--- src/verilog/serial_tx_pcs_pkg.sv ---
package serial_tx_pcs_pkg;

  // Phase-compensation FIFO capacity in words and the capacity used in registered mode.
  localparam int unsigned FIFO_DEPTH      = 4;
  localparam int unsigned REG_MODE_DEPTH  = 1;

  // Number of comma groups sent after the logic reset is released.
  localparam logic [1:0]  SYNC_GROUPS     = 2'h3;

  // Parallel word widths on the serializer side and bit pairs per word period.
  localparam logic [3:0]  WORD_BITS_8     = 4'h8;
  localparam logic [3:0]  WORD_BITS_10    = 4'ha;
  localparam logic [2:0]  PAIRS_8         = 3'h4;
  localparam logic [2:0]  PAIRS_10        = 3'h5;

  // Comma code group, negative-disparity column, first bit sent in bit 0.
  localparam logic [9:0]  COMMA_RDN       = 10'h17c;
  localparam logic [7:0]  COMMA_BYTE      = 8'hbc;

  // Fabric word widths selected on width_sel_in.
  typedef enum logic [1:0] {
    WIDTH_8  = 2'h0,
    WIDTH_10 = 2'h1,
    WIDTH_16 = 2'h2,
    WIDTH_20 = 2'h3
  } width_sel_t;

  // Five-to-six table, negative-disparity column, written abcdei with a as the top bit.
  localparam logic [31:0][5:0] SIX_RDN = {
    6'h2b, 6'h1e, 6'h2e, 6'h0e, 6'h36, 6'h16, 6'h26, 6'h33,
    6'h3a, 6'h1a, 6'h2a, 6'h0b, 6'h32, 6'h13, 6'h23, 6'h1b,
    6'h17, 6'h1c, 6'h2c, 6'h0d, 6'h34, 6'h15, 6'h25, 6'h39,
    6'h38, 6'h19, 6'h29, 6'h35, 6'h31, 6'h2d, 6'h1d, 6'h27
  };

  // Three-to-four tables, negative-disparity column, written fghj with f as the top bit.
  localparam logic [7:0][3:0] FOUR_D_RDN = {4'he, 4'h6, 4'ha, 4'hd, 4'hc, 4'h5, 4'h9, 4'hb};
  localparam logic [7:0][3:0] FOUR_K_RDN = {4'h8, 4'h6, 4'ha, 4'h2, 4'h3, 4'h5, 4'h9, 4'h4};
  localparam logic [5:0]  SIX_K28         = 6'h0f;
  localparam logic [3:0]  FOUR_ALT7       = 4'h7;
  localparam logic [3:0]  FOUR_K7         = 4'h8;

endpackage
--- src/verilog/serial_tx_pcs.sv ---
`timescale 1ns/1ps
module serial_tx_pcs #(
  parameter int unsigned DEPTH = serial_tx_pcs_pkg::FIFO_DEPTH
) (
  input  wire logic        sys_clk_in,       // Parallel and fabric clock.
  input  wire logic        rst_in,           // Asynchronous power-on reset, active high.
  input  wire logic        pcs_reset_in,     // Synchronous logic reset of the transmit path.
  input  wire logic [1:0]  width_sel_in,     // Fabric width, see width_sel_t.
  input  wire logic        enc_enable_in,    // Encoder in use.
  input  wire logic        reg_mode_in,      // Deterministic-latency registered FIFO.
  input  wire logic        bit_flip_in,      // Reverse bits within each fabric byte.
  input  wire logic        bit_rev_in,       // Send most significant bit first.
  input  wire logic        pol_inv_in,       // Invert every serialized bit.
  input  wire logic [3:0]  slip_count_in,    // Bits of transmit delay.
  input  wire logic        tx_valid_in,      // Fabric word offered.
  input  wire logic [19:0] tx_data_in,       // Lane 0 in [9:0], lane 1 in [19:10].
  input  wire logic [1:0]  tx_ctrl_in,       // Control flag per lane.
  input  wire logic [1:0]  tx_force_in,      // Disparity override per lane.
  input  wire logic [1:0]  tx_dispval_in,    // Override value per lane.
  output logic             tx_ready_out,     // FIFO accepts a word this cycle.
  output logic [1:0]       ser_bits_out,     // Bit 0 on rising edge, bit 1 on falling edge.
  output logic             word_tick_out     // Pulse in the cycle a new word is loaded.
);

  // One FIFO entry carries a full fabric word with its per-lane flags.
  localparam int unsigned ENTRY_W = 26;
  localparam int unsigned PTR_W   = (DEPTH > 1) ? $clog2(DEPTH) : 1;

  // Storage and occupancy of the phase-compensation FIFO.
  logic [ENTRY_W-1:0] fifo_mem [DEPTH];
  logic [PTR_W-1:0]   wr_ptr_q;
  logic [PTR_W-1:0]   rd_ptr_q;
  logic [PTR_W:0]     fifo_count_q;
  logic [PTR_W:0]     fifo_limit;     // Capacity allowed by the current mode.
  logic               push;
  logic               pop;
  logic [ENTRY_W-1:0] head;
  logic [19:0]        flipped;        // Fabric data after the optional byte bit-flip.

  // Byte serializer and lane register.
  logic               byte_ser;       // Wide fabric word in use.
  logic               half_q;         // Second lane of the held wide word is next.
  logic [12:0]        wide_hi_q;      // Upper lane kept for the second word period.
  logic [9:0]         lane_d_q;
  logic               lane_k_q;
  logic               lane_f_q;
  logic               lane_v_q;
  logic               lane_vld_q;
  logic               lane_stall;     // Lane stage waits while the first sync commas go out.

  // Encoder state.
  logic [9:0]         enc_q;          // Word handed to the bit-level options.
  logic               rd_q;           // Running disparity, high when positive.
  logic [1:0]         sync_q;         // Comma groups still to send.
  logic [10:0]        enc_res;

  // Serializer state.
  logic               wide_pma;       // Ten-bit serializer word.
  logic [3:0]         word_bits;
  logic [2:0]         cnt_q;
  logic               tick;
  logic [9:0]         prev_q;         // Last word after reversal, for bit slip.
  logic [9:0]         rev_word;
  logic [9:0]         ser_word;
  logic [9:0]         shift_q;

  // Reverse the low n bits of a ten-bit word.
  function automatic logic [9:0] reverse_bits(input logic [9:0] w, input logic [3:0] n);
    logic [9:0] r;
    r = 10'h000;
    for (int i = 0; i < 10; i++) begin
      if (i < int'(n)) begin
        r[i] = w[int'(n) - 1 - i];
      end
    end
    return r;
  endfunction

  // Encode a byte into a code group; returns the new disparity above the code, bit 0 sent first.
  function automatic logic [10:0] encode_group(input logic [7:0] d, input logic k, input logic rd_pos);
    logic [4:0] x;
    logic [2:0] y;
    logic [5:0] s6;
    logic [3:0] s4;
    logic       rd6;
    logic       alt;
    logic [9:0] s;
    x = d[4:0];
    y = d[7:5];
    s6 = serial_tx_pcs_pkg::SIX_RDN[x];
    s4 = serial_tx_pcs_pkg::FOUR_D_RDN[y];
    rd6 = rd_pos;
    alt = 1'b0;
    if (k) begin
      // Control groups are whole complements between the two columns.
      s = (x == 5'h1c) ? {serial_tx_pcs_pkg::SIX_K28, serial_tx_pcs_pkg::FOUR_K_RDN[y]}
                       : {s6, serial_tx_pcs_pkg::FOUR_K7};
      if (rd_pos) begin
        s = ~s;
      end
    end else begin
      // Unbalanced sub-blocks, plus the D7 and .3 exceptions, take the complement.
      if (rd_pos && (($countones(s6) != 3) || (x == 5'h07))) begin
        s6 = ~s6;
      end
      rd6 = rd_pos ^ ($countones(s6) != 3);
      alt = (y == 3'h7) && (rd6 ? ((x == 5'h0b) || (x == 5'h0d) || (x == 5'h0e))
                                : ((x == 5'h11) || (x == 5'h12) || (x == 5'h14)));
      if (alt) begin
        s4 = serial_tx_pcs_pkg::FOUR_ALT7;
      end
      if (rd6 && (($countones(s4) != 2) || (y == 3'h3))) begin
        s4 = ~s4;
      end
      s = {s6, s4};
    end
    return {rd_pos ^ ($countones(s) != 5), reverse_bits(s, serial_tx_pcs_pkg::WORD_BITS_10)};
  endfunction

  // Widths 16 and 20 always go through the byte serializer, 10 and 20 carry raw ten-bit lanes.
  assign byte_ser  = width_sel_in[1];
  assign wide_pma  = enc_enable_in || width_sel_in[0];
  assign word_bits = wide_pma ? serial_tx_pcs_pkg::WORD_BITS_10 : serial_tx_pcs_pkg::WORD_BITS_8;

  // Bit-flip acts per fabric byte before the FIFO; bits 9:8 of each lane pass through.
  always_comb begin
    flipped = tx_data_in;
    if (bit_flip_in) begin
      for (int l = 0; l < 2; l++) begin
        for (int b = 0; b < 8; b++) begin
          flipped[10*l + b] = tx_data_in[10*l + 7 - b];
        end
      end
    end
  end

  // The logic reset also refuses fabric words so nothing is stored while the reset commas are sent.
  assign fifo_limit   = reg_mode_in ? (PTR_W+1)'(serial_tx_pcs_pkg::REG_MODE_DEPTH)
                                    : (PTR_W+1)'(DEPTH);
  assign tx_ready_out = !pcs_reset_in && (fifo_count_q < fifo_limit);
  assign push         = tx_valid_in && tx_ready_out;
  // No word leaves the FIFO while two or three sync commas are still to come, so none is lost behind them.
  assign lane_stall   = enc_enable_in && sync_q[1];
  assign pop          = tick && !pcs_reset_in && !lane_stall && (fifo_count_q != '0)
                        && (!byte_ser || !half_q);
  assign head         = fifo_mem[rd_ptr_q];

  // FIFO storage has no reset; only entries counted as occupied are ever read.
  always_ff @(posedge sys_clk_in) begin
    if (push) begin
      fifo_mem[wr_ptr_q] <= {tx_dispval_in, tx_force_in, tx_ctrl_in, flipped};
    end
  end

  // Pointers and occupancy; a simultaneous push and pop leaves the count alone.
  always_ff @(posedge sys_clk_in or posedge rst_in) begin
    if (rst_in) begin
      wr_ptr_q     <= '0;
      rd_ptr_q     <= '0;
      fifo_count_q <= '0;
    end else if (pcs_reset_in) begin
      wr_ptr_q     <= '0;
      rd_ptr_q     <= '0;
      fifo_count_q <= '0;
    end else begin
      if (push) begin
        wr_ptr_q <= (wr_ptr_q == PTR_W'(DEPTH - 1)) ? '0 : wr_ptr_q + 1'b1;
      end
      if (pop) begin
        rd_ptr_q <= (rd_ptr_q == PTR_W'(DEPTH - 1)) ? '0 : rd_ptr_q + 1'b1;
      end
      fifo_count_q <= fifo_count_q + (PTR_W+1)'(push) - (PTR_W+1)'(pop);
    end
  end

  // Byte serializer: a wide word yields lane 0 now and lane 1 one word period later.
  always_ff @(posedge sys_clk_in or posedge rst_in) begin
    if (rst_in) begin
      half_q     <= 1'b0;
      wide_hi_q  <= 13'h0000;
      lane_d_q   <= 10'h000;
      lane_k_q   <= 1'b0;
      lane_f_q   <= 1'b0;
      lane_v_q   <= 1'b0;
      lane_vld_q <= 1'b0;
    end else if (pcs_reset_in) begin
      half_q     <= 1'b0;
      lane_vld_q <= 1'b0;
    end else if (tick && !lane_stall) begin
      if (byte_ser && half_q) begin
        // Second period: the high lane of the held word.
        {lane_v_q, lane_f_q, lane_k_q, lane_d_q} <= wide_hi_q;
        lane_vld_q <= 1'b1;
        half_q     <= 1'b0;
      end else if (pop) begin
        // First period: the low lane goes out first.
        lane_d_q   <= head[9:0];
        lane_k_q   <= head[20];
        lane_f_q   <= head[22];
        lane_v_q   <= head[24];
        wide_hi_q  <= {head[25], head[23], head[21], head[19:10]};
        lane_vld_q <= 1'b1;
        half_q     <= byte_ser;
      end else begin
        lane_vld_q <= 1'b0;
      end
    end
  end

  // Running disparity, or the override column when the override flag is set.
  assign enc_res = encode_group(lane_d_q[7:0], lane_k_q, lane_f_q ? !lane_v_q : rd_q);

  // Encoder stage. Without data, a comma keeps the link aligned; the bypass sends zeros instead.
  always_ff @(posedge sys_clk_in or posedge rst_in) begin
    if (rst_in) begin
      enc_q  <= serial_tx_pcs_pkg::COMMA_RDN;
      rd_q   <= 1'b0;
      sync_q <= serial_tx_pcs_pkg::SYNC_GROUPS;
    end else if (pcs_reset_in) begin
      // Inputs are ignored and the negative-column comma repeats every period.
      enc_q  <= serial_tx_pcs_pkg::COMMA_RDN;
      rd_q   <= 1'b0;
      sync_q <= serial_tx_pcs_pkg::SYNC_GROUPS;
    end else if (tick) begin
      if (!enc_enable_in) begin
        enc_q <= lane_vld_q ? (wide_pma ? lane_d_q : {2'h0, lane_d_q[7:0]}) : 10'h000;
      end else if ((sync_q != 2'h0) || !lane_vld_q) begin
        // The reset comma still in the serializer stands ahead of these groups.
        {rd_q, enc_q} <= encode_group(serial_tx_pcs_pkg::COMMA_BYTE, 1'b1, rd_q);
        if (sync_q != 2'h0) begin
          sync_q <= sync_q - 2'h1;
        end
      end else begin
        {rd_q, enc_q} <= enc_res;
      end
    end
  end

  // Bit-level options: reversal and slip on the stream, then polarity over the word width.
  always_comb begin
    logic [19:0] pair;
    logic [3:0]  slip;
    pair     = 20'h00000;
    slip     = (slip_count_in >= word_bits) ? word_bits - 4'h1 : slip_count_in;
    rev_word = bit_rev_in ? reverse_bits(enc_q, word_bits) : enc_q;
    if (wide_pma) begin
      pair = {rev_word, prev_q};
    end else begin
      pair = {4'h0, rev_word[7:0], prev_q[7:0]};
    end
    ser_word = 10'((pair >> (word_bits - slip)));
    if (!wide_pma) begin
      ser_word[9:8] = 2'h0;
    end
    if (pol_inv_in) begin
      ser_word = ser_word ^ (wide_pma ? 10'h3ff : 10'h0ff);
    end
  end

  // Word period counter: a word lasts half its width in clocks.
  assign tick          = (cnt_q == 3'h0);
  assign word_tick_out = tick;

  always_ff @(posedge sys_clk_in or posedge rst_in) begin
    if (rst_in) begin
      cnt_q <= 3'h0;
    end else if (tick) begin
      cnt_q <= (wide_pma ? serial_tx_pcs_pkg::PAIRS_10 : serial_tx_pcs_pkg::PAIRS_8) - 3'h1;
    end else begin
      cnt_q <= cnt_q - 3'h1;
    end
  end

  // Serializer: load on the tick, then two bits per clock, least significant first.
  always_ff @(posedge sys_clk_in or posedge rst_in) begin
    if (rst_in) begin
      shift_q <= serial_tx_pcs_pkg::COMMA_RDN;
      prev_q  <= 10'h000;
    end else if (tick) begin
      shift_q <= ser_word;
      prev_q  <= rev_word;
    end else begin
      shift_q <= {2'h0, shift_q[9:2]};
    end
  end

  // Bit 0 belongs to the rising edge, bit 1 to the falling edge of the same clock.
  assign ser_bits_out = shift_q[1:0];

  // Occupancy never exceeds the storage behind it.
  AST_FIFO_CAP: assert property (@(posedge sys_clk_in) disable iff (rst_in)
    fifo_count_q <= (PTR_W+1)'(DEPTH)) else $error("FIFO holds more than its depth");

  AST_REG_MODE: assert property (@(posedge sys_clk_in) disable iff (rst_in)
    (reg_mode_in && $past(reg_mode_in)) |-> (fifo_count_q <= (PTR_W+1)'(1)))
    else $error("Registered mode holds two words");

  AST_LOW_BYTE_FIRST: assert property (@(posedge sys_clk_in) disable iff (rst_in || pcs_reset_in)
    (pop && byte_ser && wide_pma) |=> (lane_d_q == $past(head[9:0])) ##5 (lane_d_q == $past(head[19:10], 6)))
    else $error("Byte serializer lane order wrong");

  AST_RESET_COMMA: assert property (@(posedge sys_clk_in) disable iff (rst_in)
    pcs_reset_in |=> (enc_q == serial_tx_pcs_pkg::COMMA_RDN) && !rd_q) else $error("No comma during logic reset");

  AST_SYNC_START: assert property (@(posedge sys_clk_in) disable iff (rst_in)
    $fell(pcs_reset_in) |-> (sync_q == 2'h3) && !rd_q) else $error("Sync count not three after release");

  AST_COMMA_FLIP: assert property (@(posedge sys_clk_in) disable iff (rst_in || pcs_reset_in)
    (tick && enc_enable_in && sync_q != 2'h0) |=> (enc_q == ($past(rd_q) ? ~serial_tx_pcs_pkg::COMMA_RDN
                                                      : serial_tx_pcs_pkg::COMMA_RDN)) && (rd_q != $past(rd_q)))
    else $error("Sync comma column or disparity wrong");

  AST_FORCE_POS: assert property (@(posedge sys_clk_in) disable iff (rst_in || pcs_reset_in)
    (tick && enc_enable_in && sync_q == 2'h0 && lane_vld_q && lane_k_q && lane_f_q && !lane_v_q
     && lane_d_q[7:0] == serial_tx_pcs_pkg::COMMA_BYTE) |=> (enc_q == ~serial_tx_pcs_pkg::COMMA_RDN))
    else $error("Forced positive column not used");

  AST_BYPASS: assert property (@(posedge sys_clk_in) disable iff (rst_in || pcs_reset_in)
    (tick && !enc_enable_in && lane_vld_q && wide_pma) |=> (enc_q == $past(lane_d_q)))
    else $error("Bypass altered word");

  AST_INVERT: assert property (@(posedge sys_clk_in) disable iff (rst_in)
    (tick && pol_inv_in && !bit_rev_in && slip_count_in == 4'h0) |=> (shift_q[7:0] == ~$past(enc_q[7:0])))
    else $error("Polarity inversion missing");

  AST_LSB_FIRST: assert property (@(posedge sys_clk_in) disable iff (rst_in)
    (tick && wide_pma && $past(wide_pma)) |=> (ser_bits_out == $past(ser_word[1:0]))
    ##1 (ser_bits_out == $past(ser_word[3:2], 2)))
    else $error("Serial bits out of order");

  AST_PERIOD_TEN: assert property (@(posedge sys_clk_in) disable iff (rst_in)
    (tick && wide_pma) ##1 wide_pma[*5] |-> tick) else $error("Ten-bit word period not five clocks");

  COV_BYTE_SER: cover property (@(posedge sys_clk_in) disable iff (rst_in) pop && byte_ser);
  COV_FORCE:    cover property (@(posedge sys_clk_in) disable iff (rst_in) tick && lane_vld_q && lane_f_q);
  COV_SYNC_END: cover property (@(posedge sys_clk_in) disable iff (rst_in) $fell(sync_q != 2'h0));
  COV_SLIP:     cover property (@(posedge sys_clk_in) disable iff (rst_in) tick && slip_count_in != 4'h0);

endmodule

--- config.mk ---
export PLATFORM = sky130hd
export DESIGN_NAME = serial_tx_pcs
export DESIGN_NICKNAME = d
export VERILOG_FILES = /design/src/verilog/serial_tx_pcs_pkg.sv /design/src/verilog/serial_tx_pcs.sv
export SDC_FILE = /design/constraint.sdc
export NUM_CORES = 1
export LEC_CHECK = 0
export BUFFER_PORTS_ARGS = -buffer_cell sky130_fd_sc_hd__buf_2
export CORE_UTILIZATION = 40
export DETAILED_ROUTE_END_ITERATION = 8
export PLACE_DENSITY = 0.54
export SLEW_MARGIN = 30
export SYNTH_ARGS = -nofsm -noshare
export SYNTH_HDL_FRONTEND = slang
export SYNTH_SLANG_ARGS = --single-unit
--- constraint.sdc ---
create_clock -name sys_clk_in -period 22.6 [get_ports sys_clk_in]
set_clock_uncertainty 0.15 [all_clocks]
set_input_delay 1.13 -clock sys_clk_in [delete_from_list [all_inputs] [get_ports sys_clk_in]]
set_output_delay 1.13 -clock sys_clk_in [all_outputs]
set_load 0.05 [all_outputs]
# After elaboration in Yosys (flattened, before gate mapping)

Memory sizes are Yosys's and may differ from the RTL's.
Index checks and enable logic that the tools add are counted.

Multiplexer cells: 111
Shifts and indexed selects: 1
Div/mod/pow operators: 0
Reduce and logical (&&, ||, !) cells: 44
Equality and inequality tests: 17
Magnitude comparators: 24
Multiply operators: 0
Add/sub/neg operators: 50
Bitwise gates (word level): 9

Operators by type and width:

| cell                  | number |
|---|---|
| $lt A32 B6 Y1 const B | 8 |
| $mux W10              | 20 |
| $mux W1               | 53 |
| $bmux W1 S4           | 10 |
| $add A1 B1 Y2         | 18 |
| $mux W2               | 13 |
| $mux W4               | 6 |
| $sub A5 B4 Y6 const B | 4 |
| $add A2 B2 Y3         | 7 |
| $eq A5 B5 Y1 const B  | 4 |
| $mux W20              | 1 |
| $shr A20 B4 Y10       | 1 |
| $mux W6               | 3 |
| $reduce_bool A2 Y1    | 9 |
| $lt A3 B4 Y1 const A  | 4 |
| $mux W8               | 2 |
| $eq A5 B4 Y1 const B  | 3 |
| $logic_and A1 B1 Y1   | 12 |
| $lt A5 B6 Y1 const B  | 2 |
| $sub A5 B3 Y6 const B | 2 |
| $sub A5 B5 Y6 const B | 2 |
| $add A4 B2 Y5         | 2 |
| $ne A5 B3 Y1 const B  | 2 |
| $not A10 Y10          | 1 |
| 37 further kinds      | 67 |

Word-level logic and storage cells: 276
Memories kept: 4
Bits in read-only memories: 256
Latch bits: 0
Output and inout bits: 4
Bits in registers: 71
Bits in writable memories: 104

Memory list:

| memory          | depth | width | rd ports | clocked after Yosys merged registers in | wr ports | line                | source |
|---|---|---|---|---|---|---|---|
| (no name shown) | 32    | 6     | 1        | 0                                       | 0        | serial_tx_pcs.sv:90 | `s6 = serial_tx_pcs_pkg::SIX_RDN[x];` |
| fifo_mem        | 4     | 26    | 1        | 0                                       | 1        | serial_tx_pcs.sv:30 | `logic [ENTRY_W-1:0] fifo_mem [DEPTH];` |
| (no name shown) | 8     | 4     | 1        | 0                                       | 0        | serial_tx_pcs.sv:96 | `s = (x == 5'h1c) ? {serial_tx_pcs_pkg::SIX_K28, serial_tx_pcs_pkg::FOUR_K_RDN[y]}` |
| (no name shown) | 8     | 4     | 1        | 0                                       | 0        | serial_tx_pcs.sv:91 | `s4 = serial_tx_pcs_pkg::FOUR_D_RDN[y];` |

# Logic depth before layout (Yosys ltp)

Gate-level depths: netlist of run 1.

Depth in word-level cells: 36
Depth in mapped cells: 43

# Worst setup path before layout of run 1

No wires, ideal clock.

Path kind: reg-to-reg
Start: register lane_d_q[0]
End: register rd_q
Arrival time: 9.833 ns
Path slack: 12.539 ns
Data required time: 22.372 ns
Period minus slack after synthesis: 10.061 ns
Cell stages (with the launch flop): 41
Buffers on the path: 0
Cells stage by stage: dfrtp_1 inv_1 ha_1 nor2b_1 a21oi_1 mux4_2 fa_1 inv_1 fa_1 inv_1 ha_1 inv_1 fa_1 nor2b_1 o311a_1 nor2_1 xnor2_1 ha_1 [5 not listed] or3_1 a2111o_1 a21oi_1 nor2_1 xnor2_1 a21oi_1 fa_1 fa_1 inv_1 fa_1 ha_1 inv_1 fa_1 o21ai_0 nand3_1 xnor2_1 or3_1 a21oi_1

Word-level cells in the longest chain between the ends: 36
Elaborated cells between the ends (all ways): 63
Those cells by class: add/sub (22); eq/ne (12); mux (14); bitwise (5); reduce/logical (9); memory (1)

RTL lines:

| item                                    | line                 | source |
|---|---|---|
| start: declaration                      | serial_tx_pcs.sv:44  | `logic [9:0] lane_d_q;` |
| start signal: assignment                | serial_tx_pcs.sv:192 | `{lane_v_q, lane_f_q, lane_k_q, lane_d_q} <= wide_hi_q;` |
| start signal: assignment                | serial_tx_pcs.sv:197 | `lane_d_q <= head[9:0];` |
| $mem_v2 Z32 W6                          | -                    |  |
| $mux W6 (implied by the code)           | serial_tx_pcs.sv:90  |  |
| $add A1 B1 Y2 (implied by the code)     | serial_tx_pcs.sv:103 | `if (rd_pos && (($countones(s6) != 3) \|\| (x == 5'h07))) begin` |
| $add A2 B2 Y3 (implied by the code)     | serial_tx_pcs.sv:103 |  |
| $add A3 B2 Y4 (implied by the code)     | serial_tx_pcs.sv:103 |  |
| $ne A4 B2 Y1                            | serial_tx_pcs.sv:103 |  |
| $logic_or A1 B1 Y1                      | serial_tx_pcs.sv:103 |  |
| $logic_and A1 B1 Y1                     | serial_tx_pcs.sv:103 |  |
| [20 not listed]                         | -                    |  |
| $add A3 B3 Y4 (implied by the code)     | serial_tx_pcs.sv:117 | `return {rd_pos ^ ($countones(s) != 5), reverse_bits(s, serial_tx_pcs_pkg::WORD_BITS_10)};` |
| $add A4 B2 Y5 (implied by the code) (*) | serial_tx_pcs.sv:117 |  |
| $ne A5 B3 Y1 (*)                        | serial_tx_pcs.sv:117 |  |
| $xor A1 B1 Y1 (*)                       | serial_tx_pcs.sv:117 |  |
| $mux W1 (*)                             | serial_tx_pcs.sv:227 | `end else if ((sync_q != 2'h0) \|\| !lane_vld_q) begin` |
| $mux W1 (*)                             | serial_tx_pcs.sv:225 | `if (!enc_enable_in) begin` |
| $mux W1 (*)                             | serial_tx_pcs.sv:224 | `end else if (tick) begin` |
| $mux W1 (*)                             | serial_tx_pcs.sv:219 | `end else if (pcs_reset_in) begin` |
| end signal: assignment                  | serial_tx_pcs.sv:229 | `{rd_q, enc_q} <= encode_group(serial_tx_pcs_pkg::COMMA_BYTE, 1'b1, rd_q);` |
| end signal: assignment                  | serial_tx_pcs.sv:234 | `{rd_q, enc_q} <= enc_res;` |
| end: declaration                        | serial_tx_pcs.sv:53  | `logic rd_q;` |

Mark *: on every way between the ends. The rest lies on a longest branch, timed or not. The select of a mux whose other input is x is not followed.
A chain may end at the register's enable or synchronous reset.

# Worst setup path in the final report of run 1

Ends and elaborated chain as after synthesis.

==> run summary, run 1 <==
Slowest stage cell, crit path -> mux4_2
Yosys reg bits -> 175
Clock latency on the worst-skew pair -> 0.42 ns
Boundary Pins -> 45
Pin count of the biggest net entering global routing -> 72
Setup crit end kind -> flip-flop
Actual slew at the worst max-slew pin -> 0.8827 ns
Critical path start-end classification -> reg -> reg
Sequential cell area fraction in the yosys report -> 0.4866
CP required -> 22.79 ns
Period utilization -> 0.4804
Post-Syn Area -> 10100 sq um
RSZ-0062 raised after global routing -> false
Total wire length -> 20900 microns
Syn_area_per_cell -> 11.90 sq um
Synth cell types -> 75
Clock tree buffer depth -> 2
Num CTS Buffers -> 17
Max Slew Vio Count -> 0
Final hold viol count -> 0
CP arrival -> 11.05 ns
Avg WL per Cell -> 17.37 microns
H-tree depth -> 4
Worst Setup Start Kind -> flip-flop
Post-CTS Setup Inserts -> 0
# resized after CTS -> 0
Remaining Overflow, GRT -> 0
Antenna viol nets, final -> 0
Vias post-DR -> 6527
Clk root buf -> clkbuf_16
Endpoints failing setup -> 0
Die width -> 160.9 microns
Synthesis-to-layout area growth -> 10.35%
Most frequent CP cell -> fa_1
Vias per cell -> 5.426
Main synth FF type -> edfxtp_1
Total die area -> 25900 sq um
Asr flop ratio synth -> 0.4057
Max cap viols -> 0
Post-CTS Hold Fix Bufs -> 0
Class of the worst hold path -> reg -> reg
Initial DRC count -> 423
R2R setup slack -> 11.74 ns
Placeable Area -> 24530 sq um
Layout filler cell count -> 2243
Final worst slack -> 11.74 ns
Initial antenna violation count -> 0
Worst-path clk slew -> 0.08 ns
Worst r2r src -> lane_d_q[0]$_DFFE_PP0P_
Post-Syn Instances -> 849
Drt pass-1 iters -> 4
Gr usage total -> 0.1681
Die extent in y -> 160.9 microns
Most frequent cell after synthesis -> edfxtp_1
Pre-CTS WS -> 11.71 ns
Relative slew slack -> 0.4115
Syn nets -> 935
CTS tree -> yes
Ranking of synthesized cells by area -> edfxtp_1, dfrtp_1, mux4_2
Synth cell count leaders -> edfxtp_1, nand2_1, nor2_1
Hold path start -> shift_q[8]$_DFF_PP1_
Diode count -> 0
Slowest Stage Delay on Critical Path -> 0.56 ns
Yosys top cell area share -> 0.3091
Minimum clock period -> 10.86 ns
CP startpoint -> lane_d_q[0]$_DFFE_PP0P_
Syn. warnings -> 0
Setup TNS -> 0 ns
F_max -> 92.11 MHz
Vias in the first global route -> 6310
Remaining DRCs -> 0
CP max FO -> 9
DP Wirelength -> 14350 microns
Share of cells above drive strength 1 -> 0.2241
Outcome -> completed
CTS sink count -> 175
Final #Nets -> 952
Number of synthesized flops with an enable pin -> 104
Gpl congestion -> 0.7975
FP Rows -> 57
PortBufs -> 44
First-pass GRT wire length -> 34240 microns
Starting density of the core -> 0.4119
Synth area leader -> edfxtp_1
[worst max-delay path: cells and delay by family (launching register included)]
kind | cells | cell delay [ns]
xor gates and xnor gates | 3 | 0.42
DFF | 1 | 0.49
and+or+nand+nor | 8 | 1.86
muxes | 1 | 0.56
AOI/OAI and AO/OA | 7 | 1.53
buffers and inverters | 7 | 0.47
adders and majority gates | 14 | 5.30
[final cells by class]
class / instances / area, sq um / area share
clock buffer: 17 / 425.4 / 0.03815
clock inverter: 15 / 156.4 / 0.01403
inverter: 46 / 175.2 / 0.01571
multi-input combinational: 575 / 4791 / 0.4296
sequential: 175 / 4921 / 0.4413
tap: 324 / 405.4 / 0.03636
timing repair buffer: 51 / 276.5 / 0.02480
[metrics by stage]
stage          utilization  hold WS (ns)  instances  cell area (sq um)
2_1_floorplan            -        0.2757        849              10100
3_3_place_gp        0.4305        0.2902       1171              10560
3_5_place_dp        0.4306        0.2910       1171              10570
4_1_cts             0.4544        0.3033       1203              11150
5_1_grt             0.4545        0.3169       1203              11150
6_report            0.4545        0.3002       1203              11150
[layer usage]
metal | part of all wire | track usage | wire length [microns] | up-vias
li1 | - | - | - | 3192
met1 | 0.49 | 0.2344 | 10250 | 3208
met2 | 0.47 | 0.2735 | 9794 | 110
met3 | 0.030 | 0.02531 | 628 | 17
met4 | 0.010 | 0.04460 | 218 | 0
met5 | 0 | 0 | 0 | -
[cells in the final DEF, fill, tap and decap left out, types with 6 or more instances in the layout]
| cell type | netlist | layout |
|---|---|---|
| edfxtp_1 | 104 | 104 |
| ha_1 | 32 | 32 |
| buf_2 | 10 | 44 |
| xnor2_1 | 18 | 18 |
| inv_8 | 0 | 6 |
| a21oi_1 | 50 | 50 |
| mux2i_1 | 43 | 43 |
| mux2_2 | 39 | 39 |
| dfrtp_1 | 57 | 56 |
| dfstp_2 | 14 | 14 |
| xor2_1 | 9 | 9 |
| nand3_1 | 14 | 14 |
| or3_1 | 12 | 12 |
| a211oi_1 | 13 | 13 |
| mux4_2 | 37 | 37 |
| nor3_1 | 12 | 10 |
| fa_1 | 13 | 13 |
| nor2b_1 | 12 | 12 |
| nand2_1 | 58 | 58 |
| nor2_1 | 58 | 58 |
| o21ai_0 | 36 | 36 |
| clkbuf_16 | 0 | 17 |
| inv_1 | 44 | 43 |
| a31oi_1 | 14 | 14 |
| o211ai_1 | 7 | 7 |
| buf_4 | 4 | 6 |
[sequential cells by signal, summed over array words and instances (netlist names), 2 cells and up]
register	cells
fifo_count_q	3
sync_q	2
rd_ptr_q	2
enc_q	10
wr_ptr_q	2
wide_hi_q	13
cnt_q	3
prev_q	10
shift_q	10
lane_d_q	10
fifo_mem	104
[cell families (layout without fill, tap and decap cells)]
logic type                 Yosys count  count (layout)  synth area share
and+or+nand+nor                    204             204           0.09782
AOI/OAI and AO/OA                  179             179            0.1164
DFF                                175             175            0.4866
muxes                              120             120            0.1699
buffers and inverters               99             129           0.04049
adders and majority gates           45              45           0.06538
xor gates and xnor gates            27              27           0.02340
[worst paths after layout]
path | cells after the start | endpoint
worst min-delay path | 2 | shift_q[6]$_DFF_PP1_
worst max register to register | 40 | rd_q$_DFFE_PP0P_
worst max-delay path | 40 | rd_q$_DFFE_PP0P_
min in group asynchronous | 3 | wr_ptr_q[1]$_DFFE_PP0P_
worst min register to register | 2 | shift_q[6]$_DFF_PP1_
max in group asynchronous | 3 | rd_ptr_q[0]$_DFFE_PP0P_
Power of run 1 is not shown: default switching activity piles up to over one toggle a cycle in this logic, so the estimate is an artifact.
==> run 2: changes to the inputs <==
==> constraint.sdc (replaced) <==
create_clock -name sys_clk_in -period 10 [get_ports sys_clk_in]
set_clock_uncertainty 0.15 [all_clocks]
set_input_delay 0.5 -clock sys_clk_in [delete_from_list [all_inputs] [get_ports sys_clk_in]]
set_output_delay 0.5 -clock sys_clk_in [all_outputs]
set_load 0.05 [all_outputs]
==> run summary, run 2 (synthesized netlist as in run 1, its figures left out) <==
PortBufs -> 44 (unchanged)
DP Wirelength -> 14460 microns (+0.77%)
Clk root buf -> clkbuf_16
F_max -> 101.4 MHz (+10%)
Worst Setup Start Kind -> flip-flop
Post-Place Cell Area -> 10700 sq um (+1.3%)
FP Rows -> 57 (unchanged)
Vias post-DR -> 6631 (+1.6%)
Antenna viol nets, final -> 0 (unchanged)
Pin count of the biggest net entering global routing -> 72 (unchanged)
Diode count -> 0 (unchanged)
Class of the worst hold path -> in -> async
CP arrival -> 10.06 ns (-0.99 ns)
Num CTS Buffers -> 17 (unchanged)
Placeable Area -> 24530 sq um (unchanged)
Outcome -> completed
Largest reg by FF count -> fifo_mem
Relative slew slack -> 0.4137 (+0.002153)
Starting density of the core -> 0.4119 (unchanged)
CTS sink count -> 175 (unchanged)
Most common cell after layout, fill and taps aside -> edfxtp_1
Die extent in y -> 160.9 microns (unchanged)
Max cap viols -> 0 (unchanged)
Gpl congestion -> 0.8091 (+1.5%)
Period utilization -> 0.9861 (+0.5057)
Final #Nets -> 978 (+2.7%)
First-pass GRT wire length -> 35330 microns (+3.2%)
Most frequent CP cell -> fa_1
Endpoints failing setup -> 0 (unchanged)
H-tree depth -> 4 (unchanged)
Post-CTS Hold Fix Bufs -> 0 (unchanged)
Most frequent cells in the layout -> edfxtp_1, nand2_1, nor2_1, dfrtp_1, a21oi_1
CP startpoint -> lane_d_q[0]$_DFFE_PP0P_
Remaining DRCs -> 0 (unchanged)
CP max FO -> 4 (-5)
Largest register FFs -> 104 (unchanged)
Gr usage total -> 0.1725 (+0.004397)
Worst r2r src -> lane_d_q[0]$_DFFE_PP0P_
Remaining Overflow, GRT -> 0 (unchanged)
Drt pass-1 iters -> 5 (+1)
Avg WL per Cell -> 17.18 microns (-1.1%)
Clock latency on the worst-skew pair -> 0.43 ns (about the same)
Layout filler cell count -> 2215 (-1.2%)
Design area -> 11460 sq um (+2.7%)
Synthesis-to-layout area growth -> 13.37%
Final hold viol count -> 0 (unchanged)
Total wire length -> 21100 microns (+0.97%)
Critical path start-end classification -> reg -> reg
Top flop regs -> fifo_mem x104, wide_hi_q x13
Setup crit end kind -> flip-flop
RSZ-0062 raised after global routing -> true
Vias in the first global route -> 6626 (+5.0%)
Die width -> 160.9 microns (unchanged)
Slowest stage cell, crit path -> fa_1
Initial antenna violation count -> 0 (unchanged)
Boundary Pins -> 45 (unchanged)
Actual slew at the worst max-slew pin -> 0.8756 ns (-0.007083 ns)
Share of cells above drive strength 1 -> 0.2765 (+0.05243)
Depth of the most critical reg-to-reg path -> 39 (-2.5%)
CP required -> 10.20 ns (-12.59 ns)
Max Slew Vio Count -> 0 (unchanged)
Minimum clock period -> 9.861 ns (-0.9960 ns)
Total die area -> 25900 sq um (unchanged)
Clock tree buffer depth -> 2 (unchanged)
CTS tree -> yes
Vias per cell -> 5.400 (-0.47%)
Worst-path clk slew -> 0.07 ns (about the same)
Slowest Stage Delay on Critical Path -> 0.54 ns (-0.02 ns)
Initial DRC count -> 391 (-7.6%)
## run 2: cell types whose count changed in the layout (fill, tap and decap cells not counted), sizes merged
cell | before | now
buf | 51 | 77
inv | 55 | 53
bufinv | 0 | 1
clkinv | 5 | 4
clkinvlp | 1 | 2
## run 2: routing by layer
| metal | up-vias | track usage | wire length (microns) |
|---|---|---|---|
| met1 | 3273 | 0.2460 | 10490 |
| met2 | 89 | 0.2774 | 9869 |
| met4 | 0 | 0.05060 | 308 |
| met5 | - | 0 | 0 |
| met3 | 22 | 0.01911 | 426 |
| li1 | 3247 | - | - |
## run 2: per-stage QoR
step | instances | setup slack [ns] | util | setup TNS, ns | hold slack [ns]
after global placement | 1189 | 0.1222 | 0.4362 | 0 | 0.2903
after floorplan | 849 | 0.04433 | - | 0 | 0.2757
after CTS | 1223 | 0.02304 | 0.4618 | 0 | 0.1162
after global routing | 1228 | -0.2734 | 0.4670 | -0.2734 | 0.1356
final | 1228 | 0.1391 | 0.4670 | 0 | 0.08221
after detailed placement | 1189 | -0.04864 | 0.4363 | -0.04864 | 0.3011
## run 2: path summary, 6_finish.rpt
path / endpoint / slack, ns
worst min-delay path: wr_ptr_q[0]$_DFFE_PP0P_ / 0.08
min in group sys_clk_in: fifo_mem[3][21]$_DFFE_PP_ / 0.13
worst max-delay path: rd_q$_DFFE_PP0P_ / 0.14
worst min register to register: shift_q[6]$_DFF_PP1_ / 0.31
max in group asynchronous: rd_ptr_q[0]$_DFFE_PP0P_ / 9.09
worst max register to register: rd_q$_DFFE_PP0P_ / 0.14
## run 2: layout make-up
type                            count  area, sq um  share of cell area
Clock inverter                     14        168.9             0.01474
Inverter                           46        175.2             0.01529
Multi-Input combinational cell    575         4881              0.4261
Timing Repair Buffer               77        479.2             0.04183
Tap cell                          324        405.4             0.03539
Clock buffer                       17        425.4             0.03713
Sequential cell                   175         4921              0.4296
## run 2: what timing repair did
item,in CTS,in global routing
pin swaps,1,18
gates resized for setup,2,30
buffers inserted,3,5
endpoints found under the setup margin,1,1
## run 2: worst max-delay path, delay by kind of cell, from the launching register on
| kind | cells | cell delay, ns |
|---|---|---|
| and+or+nand+nor | 7 | 1.30 |
| buffers and inverters | 7 | 0.35 |
| xor gates and xnor gates | 3 | 0.37 |
| adders and majority gates | 14 | 5.47 |
| muxes | 2 | 0.70 |
| AOI/OAI and AO/OA | 6 | 1.03 |
| DFF | 1 | 0.41 |
Power of run 2 is left out for the same reason.
